**config.mk**
```make
export PLATFORM = sky130hd
export DESIGN_NAME = cpu_status_core
export DESIGN_NICKNAME = d
export VERILOG_FILES = /design/src/hw/cpu_pc_unit.v /design/src/hw/cpu_status_core.v
export VERILOG_INCLUDE_DIRS = /design/src /design/src/hw
export SDC_FILE = /design/constraint.sdc
export NUM_CORES = 1
export LEC_CHECK = 0
export ABC_AREA = 1
export BUFFER_PORTS_ARGS = -buffer_cell sky130_fd_sc_hd__buf_2
export CAP_MARGIN = 20
export CORE_MARGIN = 1
export CORE_UTILIZATION = 45
export CTS_BUF_LIST = sky130_fd_sc_hd__clkbuf_8 sky130_fd_sc_hd__clkbuf_16
export DETAILED_ROUTE_END_ITERATION = 8
export GPL_ROUTABILITY_DRIVEN = 0
export PLACE_DENSITY = 0.74
export SYNTH_ARGS = -nofsm -noshare
export SYNTH_HDL_FRONTEND = slang
export SYNTH_HIERARCHICAL = 1
export SYNTH_SLANG_ARGS = --single-unit
```
**constraint.sdc**
```tcl
create_clock -name clk -period 13.05 [get_ports clk]
set_clock_uncertainty 0.1 [all_clocks]
set_input_delay 1.9575 -clock clk [delete_from_list [all_inputs] [get_ports clk]]
set_output_delay 1.9575 -clock clk [all_outputs]
set_load 0.02 [all_outputs]
```
**src/hw/cpu_status_regs.vh**
```
// Constants for the core status and operand register block.
// Assumes inclusion by the status block, its program counter unit, the checker and the bench.
`ifndef CPU_STATUS_REGS_VH
`define CPU_STATUS_REGS_VH
// ================================================================
// Special-function addresses
`define SFR_STATUS_ADDR 8'hd0
`define SFR_PRIMARY_ADDR 8'he0
`define SFR_SECOND_ADDR 8'hf0
// ================================================================
// Status word bit positions
`define ST_CARRY 7
`define ST_NIBBLE 6
`define ST_USER0 5
`define ST_BANK_HI 4
`define ST_BANK_LO 3
`define ST_OVF 2
`define ST_USER1 1
`define ST_PARITY 0
// ================================================================
// Reset values
`define STATUS_RESET 8'h00
`define PRIMARY_RESET 8'h00
`define SECOND_RESET 8'h00
// ================================================================
// Timing: core clocks per machine cycle
`define CLKS_PER_MCYCLE 2
// ================================================================
// ALU operation codes
`define OP_NONE 5'h00
`define OP_ADD 5'h01
`define OP_SUM_WITH_CARRY 5'h02
`define OP_MINUS_WITH_BORROW 5'h03
`define OP_INC 5'h04
`define OP_DEC 5'h05
`define OP_BCD 5'h06
`define OP_MUL 5'h07
`define OP_DIV 5'h08
`define OP_AND 5'h09
`define OP_OR 5'h0a
`define OP_XOR 5'h0b
`define OP_CLR 5'h0c
`define OP_CPL 5'h0d
`define OP_RL 5'h0e
`define OP_RLC 5'h0f
`define OP_RR 5'h10
`define OP_RRC 5'h11
`define OP_SWAP 5'h12
`define OP_MOV 5'h13
`define OP_CLRC 5'h14
`define OP_SETC 5'h15
`define OP_CPLC 5'h16
`define OP_ANDC 5'h17
`define OP_ORC 5'h18
`define OP_MOVC 5'h19
// ================================================================
// Operand source select
`define SRC_DIRECT 3'h0
`define SRC_INDIRECT 3'h1
`define SRC_REG 3'h2
`define SRC_IMM 3'h3
`define SRC_PRIMARY 3'h4
`define SRC_SECOND 3'h5
// ================================================================
// Program counter actions
`define PC_SEQ 3'h0
`define PC_REL 3'h1
`define PC_LONG 3'h2
`define PC_PAGE 3'h3
`define PC_INDEX 3'h4
`define PC_RET 3'h5
`endif

```
**src/hw/cpu_pc_unit.v**
```verilog
// Program counter target calculation for jumps, calls and returns.
// Assumes the caller supplies stack return address and pointer values.
`timescale 1ns/100ps
`default_nettype none
`include "cpu_status_regs.vh"
module cpu_pc_unit (
   input wire [15:0] pcNow,
   input wire [2:0] pcAction,
   input wire [7:0] relDisp,
   input wire [15:0] absTarget,
   input wire [10:0] pageTarget,
   input wire [15:0] dataPtr16,
   input wire [7:0] primary,
   input wire [15:0] retAddr,
   output reg [15:0] pcNext
);
   // ================================================================
   // Target select
   always @* begin
      case (pcAction)
         `PC_REL: pcNext = pcNow + {{8{relDisp[7]}}, relDisp}; // RQ16 RQ20
         `PC_LONG: pcNext = absTarget; // RQ17 RQ19
         `PC_PAGE: pcNext = {pcNow[15:11], pageTarget}; // RQ17 RQ19
         `PC_INDEX: pcNext = dataPtr16 + {8'h00, primary}; // RQ18
         `PC_RET: pcNext = retAddr; // RQ19
         default: pcNext = pcNow;
      endcase
   end
endmodule
`default_nettype wire

```
**src/hw/cpu_status_core.v**
```verilog
// Status word, operand registers, addressing and ALU of the core.
// What this block does
// RQ1: Status word at d0 with fixed bits
// RQ2: Parity tracks accumulator every instruction cycle
// RQ3: Bank bits select register window 00-1f
// RQ4: Accumulator at e0, cleared on reset
// RQ5: Second operand at f0 for mul/div
// RQ6: Direct mode uses eight-bit address field
// RQ7: Indirect via register zero/one or pointer
// RQ8: Three-bit field picks bank register
// RQ9: Some opcodes target fixed registers
// RQ10: Immediate operand comes from instruction bytes
// RQ11: Indexed read: 16-bit base plus accumulator
// RQ12: Add, carry add, borrow subtract, inc, dec
// RQ13: And/or/xor plus seven accumulator operations
// RQ14: Moves between accumulator and internal locations
// RQ15: No external data memory access
// RQ16: Short jump uses signed byte displacement
// RQ17: Long jump 16-bit, page jump 11-bit
// RQ18: Indexed jump: pointer plus accumulator
// RQ19: Page and long calls, two returns
// RQ20: Conditional jumps use relative displacement
// RQ21: Bit instructions reach direct and SFR bits
// RQ22: Carry boolean logic, bit set/clear/test
// RQ23: Machine cycle is two core clocks
// RQ24: Flag effects per arithmetic instruction
// RQ25: Hardware parity beats software status write
// Assumes a sequencer that presents decoded operations and
// internal memory that answers reads combinationally.
`timescale 1ns/100ps
`default_nettype none
`include "cpu_status_regs.vh"
module cpu_status_core (
   input wire clk,
   input wire rst_b,
   input wire timerReset,
   input wire opValid,
   input wire [4:0] aluOp,
   input wire [2:0] srcSel,
   input wire dstPrimary,
   input wire [7:0] directAddr,
   input wire [7:0] immData,
   input wire [2:0] regField,
   input wire indirectSel,
   input wire usePtrIndirect,
   input wire [7:0] bitAddr,
   input wire bitInvert,
   input wire [7:0] memRdata,
   input wire sfrWe,
   input wire [7:0] sfrAddr,
   input wire [7:0] sfrWdata,
   input wire [15:0] pcNow,
   input wire [2:0] pcAction,
   input wire [7:0] relDisp,
   input wire [15:0] absTarget,
   input wire [10:0] pageTarget,
   input wire [15:0] dataPtr16,
   input wire [15:0] retAddr,
   input wire indexedFromPc,
   output reg [7:0] sfrRdata,
   output reg [7:0] memAddr,
   output reg [15:0] codeAddr,
   output reg [7:0] statusWord,
   output reg [7:0] primaryReg,
   output reg [7:0] secondReg,
   output wire [15:0] pcNext,
   output reg machineEdge,
   output reg bitValue
);
   // ================================================================
   // Reset synchroniser
   reg rstMeta_q;
   reg rstSync_q;
   wire rstAll;
   always @(posedge clk or negedge rst_b) begin
      if (!rst_b) begin
         rstMeta_q <= 1'b0;
         rstSync_q <= 1'b0;
      end else begin
         rstMeta_q <= 1'b1;
         rstSync_q <= rstMeta_q;
      end
   end
   // Timer reset comes from logic on this clock, so no sync is needed
   assign rstAll = !rstSync_q || timerReset;

   // ================================================================
   // Helpers
   function parityOf;
      input [7:0] v;
      begin
         parityOf = ^v;
      end
   endfunction

   function [7:0] bankBase;
      input [1:0] bank;
      begin
         bankBase = {3'b000, bank, 3'b000};
      end
   endfunction

   // ================================================================
   // Machine cycle phase: one machine cycle per two clocks
   reg phase_q;
   always @(posedge clk or negedge rst_b) begin
      if (!rst_b) begin
         phase_q <= 1'b0;
         machineEdge <= 1'b0;
      end else if (rstAll) begin
         phase_q <= 1'b0;
         machineEdge <= 1'b0;
      end else begin
         phase_q <= ~phase_q; // RQ23
         machineEdge <= phase_q; // RQ23
      end
   end
   wire opTake = opValid && phase_q;

   // ================================================================
   // Addressing
   wire [1:0] bank = {statusWord[`ST_BANK_HI], statusWord[`ST_BANK_LO]};
   always @* begin
      memAddr = directAddr; // RQ6
      case (srcSel)
         `SRC_REG: memAddr = bankBase(bank) | {5'h00, regField}; // RQ3 RQ8
         `SRC_INDIRECT: memAddr = bankBase(bank) | {7'h00, indirectSel}; // RQ7
         default: memAddr = directAddr;
      endcase
      // Indexed reads go to code space only; no external data path exists
      codeAddr = (indexedFromPc ? pcNow : dataPtr16) + {8'h00, primaryReg}; // RQ11 RQ15
      if (usePtrIndirect)
         codeAddr = dataPtr16; // RQ7
   end

   // Indirect mode: first fetched byte (register content) becomes address;
   // sequencer issues a second access with directAddr = memRdata.
   reg [7:0] operand;
   always @* begin
      case (srcSel)
         `SRC_IMM: operand = immData; // RQ10
         `SRC_PRIMARY: operand = primaryReg; // RQ9
         `SRC_SECOND: operand = secondReg; // RQ9
         default: operand = memRdata; // RQ6 RQ7 RQ8
      endcase
   end

   // Bit addressing: 00-7f map to bytes 20-2f, 80-ff to SFR bytes
   wire [7:0] bitByteAddr = bitAddr[7] ? {bitAddr[7:3], 3'b000}
                                      : {4'h2, bitAddr[6:3]};
   reg [7:0] bitByte;
   always @* begin
      case (bitByteAddr)
         `SFR_STATUS_ADDR: bitByte = statusWord;
         `SFR_PRIMARY_ADDR: bitByte = primaryReg;
         `SFR_SECOND_ADDR: bitByte = secondReg;
         default: bitByte = memRdata;
      endcase
      bitValue = bitByte[bitAddr[2:0]] ^ bitInvert; // RQ21 RQ22
   end

   // ================================================================
   // ALU
   reg [7:0] res;
   reg [7:0] bRes;
   reg cy;
   reg ac;
   reg ov;
   reg [8:0] sum;
   reg [4:0] nib;
   reg [15:0] prod;
   reg [8:0] bcd;
   always @* begin
      res = primaryReg;
      bRes = secondReg;
      cy = statusWord[`ST_CARRY];
      ac = statusWord[`ST_NIBBLE];
      ov = statusWord[`ST_OVF];
      sum = 9'h000;
      nib = 5'h00;
      prod = 16'h0000;
      bcd = 9'h000;
      case (aluOp)
         `OP_ADD, `OP_SUM_WITH_CARRY: begin
            sum = {1'b0, primaryReg} + {1'b0, operand}
                + {8'h00, (aluOp == `OP_SUM_WITH_CARRY) & cy}; // RQ12
            nib = {1'b0, primaryReg[3:0]} + {1'b0, operand[3:0]}
                + {4'h0, (aluOp == `OP_SUM_WITH_CARRY) & cy};
            res = sum[7:0];
            cy = sum[8]; // RQ24
            ac = nib[4]; // RQ24
            ov = (primaryReg[7] == operand[7]) && (res[7] != primaryReg[7]); // RQ24
         end
         `OP_MINUS_WITH_BORROW: begin
            sum = {1'b0, primaryReg} - {1'b0, operand} - {8'h00, cy}; // RQ12
            nib = {1'b0, primaryReg[3:0]} - {1'b0, operand[3:0]} - {4'h0, cy};
            res = sum[7:0];
            cy = sum[8]; // RQ24
            ac = nib[4]; // RQ24
            ov = (primaryReg[7] != operand[7]) && (res[7] != primaryReg[7]); // RQ24
         end
         `OP_INC: res = operand + 8'h01; // RQ12
         `OP_DEC: res = operand - 8'h01; // RQ12
         `OP_BCD: begin
            bcd = {1'b0, primaryReg};
            if (bcd[3:0] > 4'h9 || ac)
               bcd = bcd + 9'h006;
            if (bcd[7:4] > 4'h9 || cy || bcd[8])
               bcd = bcd + 9'h060;
            res = bcd[7:0]; // RQ12
            cy = cy | bcd[8];
         end
         `OP_MUL: begin
            prod = primaryReg * secondReg; // RQ5 RQ12
            res = prod[7:0];
            bRes = prod[15:8];
            cy = 1'b0; // RQ24
            ov = (prod[15:8] != 8'h00); // RQ24
         end
         `OP_DIV: begin
            cy = 1'b0; // RQ24
            // Divide by zero leaves both operands unchanged; flag it in overflow
            ov = (secondReg == 8'h00); // RQ24
            if (!ov) begin
               res = primaryReg / secondReg; // RQ5 RQ12
               bRes = primaryReg % secondReg;
            end
         end
         `OP_AND: res = primaryReg & operand; // RQ13
         `OP_OR: res = primaryReg | operand; // RQ13
         `OP_XOR: res = primaryReg ^ operand; // RQ13
         `OP_CLR: res = 8'h00; // RQ13
         `OP_CPL: res = ~primaryReg; // RQ13
         `OP_RL: res = {primaryReg[6:0], primaryReg[7]}; // RQ13
         `OP_RLC: begin
            res = {primaryReg[6:0], cy}; // RQ13
            cy = primaryReg[7];
         end
         `OP_RR: res = {primaryReg[0], primaryReg[7:1]}; // RQ13
         `OP_RRC: begin
            res = {cy, primaryReg[7:1]}; // RQ13
            cy = primaryReg[0];
         end
         `OP_SWAP: res = {primaryReg[3:0], primaryReg[7:4]}; // RQ13
         `OP_MOV: res = operand; // RQ14
         `OP_CLRC: cy = 1'b0; // RQ24
         `OP_SETC: cy = 1'b1; // RQ24
         `OP_CPLC: cy = ~cy; // RQ22
         `OP_ANDC: cy = cy & bitValue; // RQ22
         `OP_ORC: cy = cy | bitValue; // RQ22
         `OP_MOVC: cy = bitValue; // RQ22
         default: res = primaryReg;
      endcase
   end

   // ================================================================
   // Register update
   wire writesPrimary = opTake && dstPrimary && (aluOp != `OP_NONE)
                      && (aluOp < `OP_CLRC);
   wire writesSecond = opTake && (aluOp == `OP_MUL || aluOp == `OP_DIV);
   wire writesFlags = opTake && (aluOp != `OP_NONE);
   reg [7:0] status_d;
   reg [7:0] primary_d;
   always @* begin
      primary_d = primaryReg;
      if (sfrWe && sfrAddr == `SFR_PRIMARY_ADDR)
         primary_d = sfrWdata; // RQ4
      if (writesPrimary)
         primary_d = res; // RQ9 RQ14
      status_d = statusWord;
      if (sfrWe && sfrAddr == `SFR_STATUS_ADDR)
         status_d = sfrWdata; // RQ1
      if (writesFlags) begin
         status_d[`ST_CARRY] = cy;
         status_d[`ST_NIBBLE] = ac;
         status_d[`ST_OVF] = ov;
      end
      // Parity is a view of the accumulator, so any written value loses
      status_d[`ST_PARITY] = parityOf(primary_d); // RQ2 RQ25
   end

   always @(posedge clk or negedge rst_b) begin
      if (!rst_b) begin
         statusWord <= `STATUS_RESET;
         primaryReg <= `PRIMARY_RESET;
         secondReg <= `SECOND_RESET;
      end else if (rstAll) begin
         statusWord <= `STATUS_RESET; // RQ1
         primaryReg <= `PRIMARY_RESET; // RQ4
         secondReg <= `SECOND_RESET; // RQ5
      end else begin
         statusWord <= status_d;
         primaryReg <= primary_d;
         if (writesSecond)
            secondReg <= bRes;
         else if (sfrWe && sfrAddr == `SFR_SECOND_ADDR)
            secondReg <= sfrWdata; // RQ5
      end
   end

   // ================================================================
   // Register read port
   always @* begin
      case (sfrAddr)
         `SFR_STATUS_ADDR: sfrRdata = statusWord; // RQ1
         `SFR_PRIMARY_ADDR: sfrRdata = primaryReg; // RQ4
         `SFR_SECOND_ADDR: sfrRdata = secondReg; // RQ5
         default: sfrRdata = 8'h00;
      endcase
   end

   // ================================================================
   // Program counter
   cpu_pc_unit pcUnit (
      .pcNow(pcNow),
      .pcAction(pcAction),
      .relDisp(relDisp),
      .absTarget(absTarget),
      .pageTarget(pageTarget),
      .dataPtr16(dataPtr16),
      .primary(primaryReg),
      .retAddr(retAddr),
      .pcNext(pcNext)
   );
endmodule
`default_nettype wire

```
After elaboration in Yosys (flattened, before gate mapping). Cells that the tools add are included. W data, S select, Z words.

Bits in registers: 28.

Multipliers: 1. Equality and inequality tests: 50. Div/mod/pow operators: 2. $add $sub $neg: 15. Magnitude comparators: 4. Reductions and logical operators: 30. Bitwise operators: 13. Multiplexer cells: 33.

Operators by type and width (number): $pmux W8 S18 (1); $mux W8 (11); $pmux W16 S5 (1); $pmux W8 S3 (3); $eq A5 B5 Y1 const B (10); $eq A8 B8 Y1 const B (6); $eq A5 B4 Y1 const B (8); $mux W9 (4); $add A16 B8 Y16 (2); $mux W16 (2); $pmux W8 S2 (2); $eq A5 B3 Y1 const B (4); $add A16 B16 Y16 (1); $mul A8 B8 Y16 (1); $ne A13 B3 Y1 const B (1); $eq A3 B2 Y1 const B (4); $eq A3 B3 Y1 const B (4); $logic_and A1 B1 Y1 (11); $pmux W1 S11 (1); $eq A5 B2 Y1 const B (2); $add A8 B3 Y9 const B (1); $add A8 B8 Y9 (1); $add A9 B1 Y9 (1); $add A9 B7 Y9 const B (1); 47 further kinds (65).

Logic depth before layout (Yosys ltp).
Depth in word-level cells: 13. Depth in mapped cells: 74. Gate-level depth less buffers: 73.

By module. The synthesis kept the hierarchy.

Modules (own cells, without submodules): cpu_status_core (sequential area each 700.7 sq um, instances 1, area an instance 10441.3 sq um, cells an instance 1786); cpu_pc_unit (sequential area each 0.0 sq um, instances 1, area an instance 2239.6 sq um, cells an instance 444).

Worst setup path before layout. OpenSTA, ideal clock, no wires.

Path kind: register to register. Start point: register secondReg[0]. End point: register secondReg[0]. Data required time: 12.855 ns. Library setup time: 0.095 ns. Cell stages (with the launch flop): 66. Slack: 3.251 ns. Arrival: 9.604 ns. Path through: dfrtp_1 -> buf_2 -> inv_1 -> ha_1 -> o21ai_0 -> o21ai_0 -> nand2_1 -> ha_1 -> o21ai_0 -> nand2_1 -> nand2_1 -> nand2_1 -> o21ai_1 -> ha_1 -> nand2_1 -> nand3b_1 -> nand2_1 -> nand2_1 -> [... 30 more ...] -> inv_1 -> nor2_1 -> nand3_1 -> or2_1 -> nand3_1 -> inv_1 -> a21boi_0 -> inv_1 -> ha_1 -> nand2_1 -> o21ai_0 -> nand2_1 -> o2111ai_1 -> buf_2 -> inv_1 -> o21ai_0 -> a21oi_1 -> o31ai_1.

Longest elaborated chain between the ends: 5. Elaborated cells on any way between the ends: 9. Classes of those cells: 1 x mul; 1 x div; 1 x eq/ne; 4 x mux; 2 x reduce/logical.

Ends and longest elaborated chain: start, declared (line cpu_status_core.v:65) `output reg [7:0] secondReg,`; start signal, assigned (line cpu_status_core.v:286) `` secondReg <= `SECOND_RESET; ``; start signal, assigned (line cpu_status_core.v:290) `` secondReg <= `SECOND_RESET; ``; start signal, assigned (line cpu_status_core.v:295) `secondReg <= bRes;`; $mod A8 B8 Y8 (line cpu_status_core.v:226) `bRes = primaryReg % secondReg;`; $mux W8 (line cpu_status_core.v:224) `if (!ov) begin`; $pmux W8 S2 (line cpu_status_core.v:183) `case (aluOp)`; $mux W8 (line cpu_status_core.v:294) `if (writesSecond)`; $mux W8 (line cpu_status_core.v:287) `end else if (rstAll) begin`.

Parallel ways exist; a longest one is shown, timed or not. The select of a mux whose other input is x is not followed. A chain may end at the register's enable or synchronous reset.

Final worst setup path.
Start point: register secondReg[4]. End point: register statusWord[0].

Longest elaborated chain between the ends: 7. Elaborated cells on any way between the ends: 18. Classes of those cells: 6 x add/sub; 1 x mul; 1 x div; 5 x mux; 3 x bitwise; 2 x reduce/logical.

Ends and longest elaborated chain: branches (longest 3 deep; another with $div A8 B8 Y8); $pmux W8 S18 (*) (line cpu_status_core.v:183); $mux W8 (*) (line cpu_status_core.v:268) `if (writesPrimary)`; $reduce_xor A8 Y1 (*) (line cpu_status_core.v:92) `parityOf = ^v;`; $mux W8 (*) (line cpu_status_core.v:287); end signal, assigned (line cpu_status_core.v:284) `` statusWord <= `STATUS_RESET; ``; end signal, assigned (line cpu_status_core.v:288) `` statusWord <= `STATUS_RESET; ``; end signal, assigned (line cpu_status_core.v:292) `statusWord <= status_d;`; end, declared (line cpu_status_core.v:63) `output reg [7:0] statusWord,`.

Every way passes the cells marked *.

==> run metrics <==
Tcrit/Tclk final 88.9%; clock slew at reported path FFs 0.08 ns; Post-synth EDFFs 0; DR vias/cell 5.67; yosys warns 6; ANT nets after route 0; power per cell area approximately 50 mW/mm2; Setup CP Type flip-flop to flip-flop; clk_lat worst skew 0.28 ns; RSZ-0062 raised after global routing no; Seq cells post-synth 28; Port Buffers about 230; largest net degree at the start of global routing 31; post-synthesis cell type with the largest combined area nand2_1; syn_nets 2577; Initial Util 45.6%; worst ir drop on vdd 130 uV; Slew HR 29.9%; Iteration-0 DRC Markers 1762; Cell variety after synth 57; final setup violation count 0; residual DRC count 0; via count 15835; clock sinks 28; fill count around 3000; gr usage total 31.5%; grt total ovfl 0; Worst Max-Slew Pin Slew between 1 and 1.5 ns; final max-slew violation count 0; CP Buf/Inv Count 9; final hold viol count 0; IO Pins 229; Static Leak 8.51 nW; first-pass GRT wire length 72900 um; WP data arrival 11.72 ns; root buf cell clkbuf_16; fraction of registers with async set/reset 100%; share of layout cells above drive strength 1 13.9%; Post-Route Setup TNS 0 ns; Die Wd ~170 um; Crit path max-delay family simple AND/OR/NAND/NOR gates; DRT Wirelength 46600 um; Post-Syn Area per Cell 5.69 um2; DR WL/cell 16.7 um; Rows 61; top cells by area, synth nand2_1 20%, ha_1 15%, inv_1 11%, nand3_1 8.5%, fa_1 7.1%; Seq/Total Area, Yosys 5.53%; CP dominant cell by count nand2_1; CTS tree built; Mapped Area between 0.01 and 0.015 mm2; f_max 86.2 MHz; Max stage delay on crit path 0.56 ns; post-route minimum period between 10 and 15 ns; Pre-antenna DRT Iters 6; Post-Syn Instances 2230; crit path capture type flip-flop; Die H 170 um; total die area 0.0289 mm2; max-cap violations 0; Worst EP required 13.17 ns; CTS Buffer Depth 2; TritonCTS Buffers 3; diodes inserted 0; DP Wirelength between 30000 and 40000 um; core area 0.0278 mm2; dominant synthesized flop cell dfrtp_1; outcome completed; CP Launch Type flip-flop; Area Overhead vs Synth 11.8%; total power draw 0.000721 W; critical path peak fanout 12; vias in the first global route 14465; CP max-delay cell dfrtp_1; initial antenna violation count 1; Post CTS Setup Buffer Count 0; hold-fix buffers at CTS 0; Worst Hold Class flip-flop to flip-flop; Final #Nets between 2000 and 3000; cts repair resizes 0; H-tree Lvls 1; share of the synthesized area in the top cell type roughly a fifth
final cells by class:
| cell class | count | area [um2] | share of cell area, % |
|---|---|---|---|
| clock buffer | 4 | 88.8 | 0.627 |
| inverter | 397 | 1490 | 10.5 |
| multi-input combinational | 1750 | 10200 | 72.0 |
| sequential | 28 | 702 | 4.95 |
| tap | 378 | 473 | 3.34 |
| timing repair buffer | 238 | 1220 | 8.58 |
worst paths after layout:
path,to,cells past startpoint,from,slack (ns)
setup / recovery,statusWord[0],71,secondReg[4],1.45
hold / removal,rstSync_q,0,rstMeta_q,0.25
setup reg to reg,statusWord[0],71,secondReg[4],1.45
hold reg to reg,rstSync_q,0,rstMeta_q,0.25
max in group asynchronous,secondReg[0],1,rst_b,10.77
min in group asynchronous,statusWord[5],1,rst_b,1.61
registers in the layout (all words and copies together), names as in the netlist:
signal	count
secondReg	8
phase_q	1
primaryReg	8
rstSync_q	1
statusWord	8
rstMeta_q	1
machineEdge	1
layer usage:
layer,share of wire (%),track usage [%],vias up,wire length [um]
li1,-,-,7571,-
met1,41,41.6,7192,19100
met2,43,50.9,910,20200
met3,11,4.35,160,5070
met4,4.7,13.5,2,2190
met5,0.028,0,-,13
metrics by stage:
step / cell area, um2 / hold WS [ns] / util (%) / setup slack [ns] / instances
floorplan: 12700 / 0.231 / - / 3.25 / 2230
global placement: 14100 / 0.235 / 50.7 / 2.19 / 2791
detailed placement: 14100 / 0.240 / 50.7 / 1.50 / 2791
CTS: 14200 / 0.256 / 51.0 / 1.46 / 2795
global route: 14200 / 0.257 / 51.0 / 0.134 / 2795
finish: 14200 / 0.253 / 51.0 / 1.45 / 2795
cell usage in the layout (no fill, tap or decap), types with 16 or more instances in the layout:
cell type | netlist | layout
xor2_1 | 31 | 31
ha_1 | 147 | 147
nor3_1 | 23 | 23
inv_1 | 364 | 364
o21ai_0 | 83 | 83
nand4_1 | 61 | 61
dfrtp_1 | 28 | 27
nand3_1 | 215 | 215
a21oi_1 | 101 | 101
inv_2 | 30 | 30
nor2_1 | 177 | 177
or2_2 | 16 | 16
buf_2 | 18 | 228
nand2_1 | 664 | 664
fa_1 | 45 | 45
cell usage after synthesis (5+ instances only):
| library cell | instances |
|---|---|
| buf_4 | 9 |
| o21bai_1 | 9 |
| nor2_1 | 177 |
| xor2_1 | 31 |
| nor3_1 | 23 |
| a221oi_1 | 6 |
| clkbuf_1 | 23 |
| o211ai_1 | 11 |
| o221ai_1 | 9 |
| nand2_1 | 664 |
| nand2_2 | 13 |
| or2_1 | 6 |
| fa_1 | 45 |
| inv_1 | 364 |
| ha_1 | 147 |
| o21ai_0 | 83 |
| dfrtp_1 | 28 |
| o31ai_1 | 5 |
| o2111ai_1 | 6 |
| nand3_1 | 215 |
| nor2_4 | 5 |
| or2_2 | 16 |
| o22ai_1 | 12 |
| nor2_2 | 9 |
| a22oi_1 | 5 |
| nand3b_1 | 14 |
| nand4_1 | 61 |
| a21oi_1 | 101 |
| inv_2 | 30 |
| and2_1 | 6 |
| o21ai_1 | 15 |
| buf_2 | 18 |
| xnor2_1 | 12 |
logic make-up (layout without fill, tap and decap cells):
group           after synthesis  in the layout  synth area share, %
compound gates              287            287                 13.2
flops                        28             28                 5.53
other cells                   1              1               0.0296
fa+ha+maj                   192            192                 21.6
simple gates               1223           1223                 42.3
xor+xnor                     43             43                 2.97
mux                           4              4                0.345
buf+inv                     452            639                 14.0
power by group:
part | total, W | leakage (nW) | switching, W | internal, W
clock | 0.0000816 | 0.0442 | 0.0000344 | 0.0000473
combinational | 0.000550 | 8.08 | 0.000362 | 0.000188
sequential | 0.0000894 | 0.383 | 0.00000167 | 0.0000877
total | 0.000721 | 8.51 | 0.000398 | 0.000323
(Power assumes the default switching activity.)
